==> src/rtl/scwd_cfg.svh <==
// constants for the system control and watchdog register group
// assumes inclusion by the design files and the core model by bare name
`ifndef SCWD_CFG_SVH
`define SCWD_CFG_SVH
// ---------------------------------------------------------------
// register offsets within the peripheral block
// ---------------------------------------------------------------
`define SCWD_OFS_WDOG 8'hE6
`define SCWD_OFS_PSAVE 8'hF0
`define SCWD_OFS_REL 8'hF4
`define SCWD_OFS_RCFG 8'hF6
`define SCWD_OFS_RELOC 8'hFE
// ---------------------------------------------------------------
// reset values
// ---------------------------------------------------------------
`define SCWD_RST_RELOC 16'h20FF
`define SCWD_RST_PSAVE 16'h0000
`define SCWD_RST_WDOG 16'hC080
// ---------------------------------------------------------------
// field positions
// ---------------------------------------------------------------
`define SCWD_RELOC_SLAVE 14
`define SCWD_RELOC_SPACE 12
`define SCWD_PS_EN 15
`define SCWD_PS_CBF 11
`define SCWD_PS_CBD 10
`define SCWD_PS_CAF 9
`define SCWD_PS_CAD 8
`define SCWD_WD_EN 15
`define SCWD_WD_RSEL 14
`define SCWD_WD_RFLAG 13
`define SCWD_WD_NFLAG 12
// writable masks: reserved bits read zero, except relocation bit 13 from reset until a write
`define SCWD_RELOC_MASK 16'h5FFF
`define SCWD_PSAVE_MASK 16'h8F07
`define SCWD_WDOG_MASK 16'hF8FF
// ---------------------------------------------------------------
// watchdog keywords and exponents
// ---------------------------------------------------------------
`define SCWD_KEY_CLR1 16'hAAAA
`define SCWD_KEY_CLR2 16'h5555
`define SCWD_KEY_CFG1 16'h3333
`define SCWD_KEY_CFG2 16'hCCCC
`define SCWD_EXP_BIT0 10
`define SCWD_EXP_BIT1 20
`define SCWD_CNT_W 27
`endif

==> src/rtl/scwd_pkg.sv <==
// types shared by the system control and watchdog files
// assumes scwd_cfg.svh is on the include path
package scwd_pkg;
   // key sequence tracker, gray along the usual path
   typedef enum logic [1:0] {
      scwd_idle_s = 2'b00,
      scwd_clr_s = 2'b01,
      scwd_cfg1_s = 2'b11,
      scwd_cfg2_s = 2'b10
   } scwd_key_t;
endpackage

==> src/rtl/scwd_wdog_if.sv <==
// signals between the register group and the watchdog counter
// assumes one clock domain
`timescale 1ns/1ns
interface scwd_wdog_if;
   logic enable;
   logic [7:0] period;
   logic restart;
   logic expire;
   modport regs (output enable, output period, output restart,
      input expire);
   modport cnt (input enable, input period, input restart,
      output expire);
endinterface

==> src/rtl/scwd_wdog_cnt.sv <==
// hidden watchdog counter with power-of-two timeout
// assumes the register group drives enable, period and restart
`timescale 1ns/1ns
`include "scwd_cfg.svh"
module scwd_wdog_cnt (
   input wire logic clk,
   input wire logic reset,
   input wire logic ce,
   scwd_wdog_if.cnt wd
);
   logic [`SCWD_CNT_W-1:0] count;
   logic [`SCWD_CNT_W-1:0] next_count;
   logic expired;
   logic next_expired;
   logic [`SCWD_CNT_W-1:0] limit;

   // lowest set timeout bit picks the exponent
   function automatic logic [`SCWD_CNT_W-1:0] scwd_limit(
      input logic [7:0] sel);
      logic [`SCWD_CNT_W-1:0] v;
      v = '0;
      if (sel[0]) begin
         v = `SCWD_CNT_W'(1) << `SCWD_EXP_BIT0;
      end else begin
         for (int i = 7; i >= 1; i--) begin
            if (sel[i]) begin
               v = `SCWD_CNT_W'(1) << (`SCWD_EXP_BIT1 + i - 1);
            end
         end
      end
      return v;
   endfunction

   assign limit = scwd_limit(wd.period);
   assign wd.expire = expired;

   // count cycles, restart after each timeout
   always_comb begin
      next_count = count;
      next_expired = 1'b0;
      if (wd.restart || !wd.enable) begin
         next_count = '0;
      end else if (limit != '0) begin
         if (count == limit - `SCWD_CNT_W'(1)) begin
            next_count = '0;
            next_expired = 1'b1;
         end else begin
            next_count = count + `SCWD_CNT_W'(1);
         end
      end
   end

   // register the counter state
   always_ff @(posedge clk) begin
      if (reset) begin
         count <= '0;
         expired <= 1'b0;
      end else if (ce) begin
         count <= next_count;
         expired <= next_expired;
      end
   end
endmodule // scwd_wdog_cnt

==> src/rtl/scwd_regs.sv <==
// system control and watchdog register group
// assumes word accesses from the core on one clock
`timescale 1ns/1ns
`include "scwd_cfg.svh"
module scwd_regs #(
   parameter logic [7:0] RELEASE_CODE = 8'h5A // arbitrary value
) (
   input wire logic clk,
   input wire logic reset,
   input wire logic ce,
   input wire logic [7:0] reg_addr,
   input wire logic reg_rd,
   input wire logic reg_wr,
   input wire logic [15:0] reg_wdata,
   output logic [15:0] reg_rdata,
   input wire logic [15:0] pin_levels,
   input wire logic hw_irq,
   input wire logic [19:0] cpu_addr,
   input wire logic cpu_mem,
   output logic block_hit,
   output logic irq_ctrl_slave_select,
   output logic clock_div_en,
   output logic [2:0] divider_select,
   output logic clkouta_fast,
   output logic clkouta_oe,
   output logic clkoutb_fast,
   output logic clkoutb_oe,
   output logic wdog_nmi,
   output logic wdog_sys_reset
);
   // -------------------------------------------------------------
   // state
   // -------------------------------------------------------------
   logic [15:0] reloc, next_reloc;
   logic [15:0] psave, next_psave;
   logic [15:0] wdog, next_wdog;
   logic [15:0] rcfg, next_rcfg;
   logic [15:0] rdata, next_rdata;
   logic capt_pend, next_capt_pend;
   logic hit, next_hit;
   logic nmi, next_nmi;
   logic watchdog_reset_select, next_watchdog_reset_select;
   scwd_pkg::scwd_key_t key, next_key;
   logic wd_restart;
   scwd_wdog_if wdi ();

   // offset compare used by read and write decode
   function automatic logic scwd_sel(input logic [7:0] a,
      input logic [7:0] ofs);
      return a == ofs;
   endfunction

   // -------------------------------------------------------------
   // watchdog counter
   // -------------------------------------------------------------
   assign wdi.enable = wdog[`SCWD_WD_EN];
   assign wdi.period = wdog[7:0];
   assign wdi.restart = wd_restart;

   scwd_wdog_cnt u_cnt (
      .clk(clk),
      .reset(reset),
      .ce(ce),
      .wd(wdi.cnt)
   );

   // -------------------------------------------------------------
   // register updates
   // -------------------------------------------------------------
   always_comb begin
      logic wr_wd;
      logic wd_tick;
      wr_wd = reg_wr && scwd_sel(reg_addr, `SCWD_OFS_WDOG);
      wd_tick = (reg_rd || reg_wr)
         && scwd_sel(reg_addr, `SCWD_OFS_WDOG);
      next_reloc = reloc;
      next_psave = psave;
      next_wdog = wdog;
      next_rcfg = rcfg;
      next_capt_pend = 1'b0;
      next_key = key;
      next_nmi = 1'b0;
      next_watchdog_reset_select = 1'b0;
      wd_restart = 1'b0;
      // capture pin levels on first cycle after release
      if (capt_pend) begin
         next_rcfg = pin_levels;
      end
      if (reg_wr && scwd_sel(reg_addr, `SCWD_OFS_RELOC)) begin
         next_reloc = reg_wdata & `SCWD_RELOC_MASK;
      end
      if (reg_wr && scwd_sel(reg_addr, `SCWD_OFS_PSAVE)) begin
         next_psave = reg_wdata & `SCWD_PSAVE_MASK;
      end
      // hardware interrupt wins over a same-cycle write; only a later power save write restores it
      if (hw_irq) begin
         next_psave[`SCWD_PS_EN] = 1'b0;
      end
      // any read or write of the watchdog register clears the reset flag
      if (wd_tick) begin
         next_wdog[`SCWD_WD_RFLAG] = 1'b0;
      end
      // keyword sequences on the watchdog register
      if (wr_wd) begin
         case (key)
            scwd_pkg::scwd_clr_s: begin
               next_key = scwd_pkg::scwd_idle_s;
               if (reg_wdata == `SCWD_KEY_CLR2) begin
                  wd_restart = 1'b1;
               end
            end
            scwd_pkg::scwd_cfg1_s: begin
               next_key = (reg_wdata == `SCWD_KEY_CFG2)
                  ? scwd_pkg::scwd_cfg2_s : scwd_pkg::scwd_idle_s;
            end
            scwd_pkg::scwd_cfg2_s: begin
               next_key = scwd_pkg::scwd_idle_s;
               next_wdog = reg_wdata & `SCWD_WDOG_MASK;
               next_wdog[`SCWD_WD_RFLAG] = 1'b0;
            end
            default: begin
               if (reg_wdata == `SCWD_KEY_CLR1) begin
                  next_key = scwd_pkg::scwd_clr_s;
               end else if (reg_wdata == `SCWD_KEY_CFG1) begin
                  next_key = scwd_pkg::scwd_cfg1_s;
               end else begin
                  next_key = scwd_pkg::scwd_idle_s;
               end
            end
         endcase
      end else if (reg_rd && scwd_sel(reg_addr, `SCWD_OFS_WDOG)) begin
         // a watchdog register read between clear keywords breaks the pair
         if (key == scwd_pkg::scwd_clr_s) begin
            next_key = scwd_pkg::scwd_idle_s;
         end
      end
      // timeout: flag set wins over clearing access
      if (wdi.expire) begin
         next_wdog[`SCWD_WD_RFLAG] = 1'b1;
         if (wdog[`SCWD_WD_RSEL] || wdog[`SCWD_WD_NFLAG]) begin
            next_watchdog_reset_select = 1'b1;
         end else begin
            next_nmi = 1'b1;
            next_wdog[`SCWD_WD_NFLAG] = 1'b1;
         end
      end
      // base decode; memory ignores base bits 19-16
      if (cpu_mem != next_reloc[`SCWD_RELOC_SPACE]) begin
         next_hit = 1'b0;
      end else if (cpu_mem) begin
         next_hit = cpu_addr[15:8] == next_reloc[7:0];
      end else begin
         next_hit = cpu_addr[19:8] == next_reloc[11:0];
      end
      // read data mux
      case (reg_addr)
         `SCWD_OFS_RELOC: next_rdata = reloc;
         `SCWD_OFS_RCFG: next_rdata = rcfg;
         `SCWD_OFS_REL: next_rdata = {RELEASE_CODE, 8'h00};
         `SCWD_OFS_PSAVE: next_rdata = psave;
         `SCWD_OFS_WDOG: next_rdata = wdog;
         default: next_rdata = 16'h0000;
      endcase
      if (!reg_rd) begin
         next_rdata = rdata;
      end
   end

   // -------------------------------------------------------------
   // register the state
   // -------------------------------------------------------------
   always_ff @(posedge clk) begin
      if (reset) begin
         reloc <= `SCWD_RST_RELOC;
         psave <= `SCWD_RST_PSAVE;
         wdog <= `SCWD_RST_WDOG;
         rcfg <= 16'h0000;
         capt_pend <= 1'b1;
         rdata <= 16'h0000;
         hit <= 1'b0;
         nmi <= 1'b0;
         watchdog_reset_select <= 1'b0;
         key <= scwd_pkg::scwd_idle_s;
      end else if (ce) begin
         reloc <= next_reloc;
         psave <= next_psave;
         wdog <= next_wdog;
         rcfg <= next_rcfg;
         capt_pend <= next_capt_pend;
         rdata <= next_rdata;
         hit <= next_hit;
         nmi <= next_nmi;
         watchdog_reset_select <= next_watchdog_reset_select;
         key <= next_key;
      end
   end

   // -------------------------------------------------------------
   // outputs from flip-flops; the two clock output enables are inverted bits
   // -------------------------------------------------------------
   assign reg_rdata = rdata;
   assign block_hit = hit;
   assign irq_ctrl_slave_select = reloc[`SCWD_RELOC_SLAVE];
   assign clock_div_en = psave[`SCWD_PS_EN];
   assign divider_select = psave[2:0];
   assign clkouta_fast = psave[`SCWD_PS_CAF];
   assign clkoutb_fast = psave[`SCWD_PS_CBF];
   assign clkouta_oe = !psave[`SCWD_PS_CAD];
   assign clkoutb_oe = !psave[`SCWD_PS_CBD];
   assign wdog_nmi = nmi;
   assign wdog_sys_reset = watchdog_reset_select;
endmodule // scwd_regs

==> config.mk <==
export PLATFORM = sky130hd
export DESIGN_NAME = scwd_regs
export DESIGN_NICKNAME = d
export VERILOG_FILES = /design/src/rtl/scwd_pkg.sv /design/src/rtl/scwd_wdog_if.sv /design/src/rtl/scwd_wdog_cnt.sv /design/src/rtl/scwd_regs.sv
export VERILOG_INCLUDE_DIRS = /design/src /design/src/rtl
export SDC_FILE = /design/constraint.sdc
export NUM_CORES = 1
export LEC_CHECK = 0
export ABC_AREA = 1
export BUFFER_PORTS_ARGS = -buffer_cell sky130_fd_sc_hd__buf_4
export CAP_MARGIN = 25
export CORE_UTILIZATION = 40
export CTS_CLUSTER_SIZE = 40
export DETAILED_ROUTE_END_ITERATION = 8
export PLACE_DENSITY_LB_ADDON = 0.2
export SETUP_SLACK_MARGIN = 0.02
export SYNTH_ARGS = -nofsm -noshare
export SYNTH_HDL_FRONTEND = slang
export SYNTH_SLANG_ARGS = --single-unit
==> constraint.sdc <==
create_clock -name clk -period 3.35 [get_ports clk]
set_clock_uncertainty 0.15 [all_clocks]
set_input_delay 0 -clock clk [delete_from_list [all_inputs] [get_ports clk]]
set_output_delay 0 -clock clk [all_outputs]
set_load 0.02 [all_outputs]
==> results.toml <==
[final_layout]
nets = 1045
multi_input_area_um2 = 3093
layout_common_cells = "nand2_1 (221), inv_1 (106), dfxtp_1 (102)"
regArea_um2 = 2042
num_antenna_cells = 0
drive_gt1_share_pct = 14.26
nFillCells = 1400
synthToLayoutAreaGrowth_pct = 23.84
final_util_pct = 51.20
final_common_cell = "nand2_1"

[logic_synthesis]
postSynthAreaPerCell_um2 = 6.579
ys_types = 40
yosysSeqAreaShare_pct = 35.31
ys_ff_latch = 102
syn_inst = 879
ys_async_sr_fraction_pct = 0
synth_flop_cell = "dfxtp_1"
ys_warn_count = 0
syn_nets = 947
syn_area_um2 = 5783
synth-edff-count = 0

[worst_hold_path]
hold_path.class = "in2reg"

[pwr]
power.density_nw_per_um2 = 359.7
irDropWorstVdd_mv = 0.2851
p_leak_nw = 3.049
power_mw = 2.576

[clock_network]
cts.sinks = 102
cts_max_path_buffers = 2
clockRootBuffer = "clkbuf_16"
htreeDepth = 3
post-cts-setup-buffers = 0
clock_latency_ns = 0.35
clk_pin_slew_ns = 0.07
cts_buffers = 9
tritoncts = "built"

[floorplan]
dieArea_um2 = 14940
die_h_um = 122.2
rows = 43
initial_core_util_pct = 41.34
num_io_pins = 95
coreArea_um2 = 13990
die_x_um = 122.2

[critical_path]
crit_slowest_cell = "dlygate4sd3_1"
startpoint_type = "input port"
cp.arrival_ns = 3.04
crit_type = "in2reg"
critPathBufInv = 4
endpoint_kind = "register"
crit_chain = "dlygate4sd3_1 -> buf_4 -> nand2_1 -> nor2_4 -> nand3_4 -> o21ai_0 -> nor2_1 -> nand3_1 -> nand2_1 -> dlygate4sd3_1 -> nand2_1 -> dlygate4sd3_1 -> a21oi_1"
critPathTopFamily = "buffers and inverters"
worstPathRequired_ns = 3.42
slowest_delay_ns = 0.55
cp_max_fo = 17

[grt]
first_global_vias = 5399
grt_util_all_layers_pct = 24.71
grt_pass1_wl_um = 28140
grt_max_degree = 56
grt_overflow = 0
antenna_found_initial = 0

[timing]
setup_viol = 0
relSlewSlack_pct = 47.60
period_share_pct = 88.76
hold_viol = 0
worst_slew_pin_slew_ns = 0.7841
holdWs_ns = 0.03884
fin_ws_ns = 0.3764
finalSetupTns_ns = 0
slew_violations = 0
max_clock_freq_mhz = 336.3
rsz0062_at_grt = "no"
fin_crit_ns = 2.974

[place]
place_congestion = 0.8885
numPortBuffers = 86
dp_hpwl_um = 12770
preCtsSetupSlack_ns = 1.133

[detailed_routing]
wirelength_um = 17610
ant_nets = 0
via_count = 5930
viasPerCell = 5.103
wire_per_inst_um = 15.15
first_pass_iters = 5
dr.first_iter.drc_count = 407
drcViolationCount = 0

[run_status]
outcome = "complete, no violations"

[job]
max-cap-violations = 0
==> kinds of logic (layout without fill, tap and decap cells) <==
| logic type | after synthesis | after routing | share of synthesized area (%) |
|---|---|---|---|
| AND/OR/NAND/NOR | 423 | 423 | 33.38 |
| AO/OA/AOI/OAI | 176 | 176 | 16.64 |
| buffers and inverters | 157 | 260 | 11.42 |
| flip-flops | 102 | 102 | 35.31 |
| XOR/XNOR | 20 | 20 | 3.029 |
| adder cells (fa/ha/maj) | 1 | 1 | 0.2163 |
==> report_power, final <==
part	leakage [nW]	internal, mW	switching (mW)
clock	0.149	0.560	0.508
sequential	0.828	1.24	0.0121
combinational	2.07	0.112	0.147
==> per-stage QoR <==
step | std cells | cell area [µm²]
floorplan | 879 | 5783
global placement | 1107 | 6460
detailed placement | 1107 | 6460
finish | 1162 | 7162
global route | 1162 | 7162
CTS | 1162 | 7149
==> flip-flops by register name, indices dropped and copies added (netlist names) <==
| signal | cells |
|---|---|
| reg_rdata | 16 |
| wdog_sys_reset | 1 |
| wdog_nmi | 1 |
| block_hit | 1 |
| wdog | 13 |
| reloc | 15 |
| rcfg | 16 |
| key | 2 |
| u_cnt.wd.expire | 1 |
| capt_pend | 1 |
| psave | 8 |
| u_cnt.count | 27 |
==> synth_stat cells, types with 13 or more instances <==
master	number	share of area [%]
inv_1	106	6.9
xor2_1	15	2.3
nand4_1	24	2.6
nor2_1	71	4.6
nand3_1	49	4.2
nand2_1	221	14
clkbuf_1	20	1.3
dfxtp_1	102	35
buf_2	14	1.2
o21ai_0	53	4.6
a21oi_1	90	7.8
o211ai_1	13	1.7
nor3_1	20	1.7
==> routing by layer <==
layer  GRT usage, %  part of all wire, %  wire length (µm)  vias up
met5              0                    0                 0        -
met4          6.402                  2.0               359        0
met3          4.926                  5.0               878       27
met2          39.78                   46              8166      171
met1          33.57                   47              8205     2671
li1               -                    -                 -     3061
==> path summary, 6_finish.rpt <==
check         endpoint  depth (start not counted)     startpoint  slack (ns)
max          block_hit                         13    reg_addr[2]        0.38
min             key[1]                          8  reg_wdata[13]        0.04
max reg2reg  block_hit                         12      reloc[11]        1.03
min reg2reg  capt_pend                          2      capt_pend        0.30
==> worst reg2reg max path, cell delays in order (launching register included) <==
cell	delay, ns
dfxtp_1	0.35
inv_1	0.05
nand2_1	0.09
nand2_1	0.06
nand2_1	0.05
nand2_1	0.04
nor2_1	0.07
nand3_1	0.06
nand2_1	0.05
dlygate4sd3_1	0.54
nand2_1	0.05
dlygate4sd3_1	0.56
a21oi_1	0.11
==> area by class of cell <==
type | count | share of cell area (%)
Tap cell | 180 | 3.145
Clock buffer | 11 | 3.529
Inverter | 114 | 5.992
Multi-Input combinational cell | 620 | 43.19
Clock inverter | 5 | 0.6464
Timing Repair Buffer | 130 | 14.99
Sequential cell | 102 | 28.51
==> what timing repair did <==
item	CTS	global route
setup endpoints to repair	0	1
resized for setup	0	2
hold buffers	39	0
endpoints found under the hold margin	53	0
No activity file was read; power rests on OpenSTA's default activity.
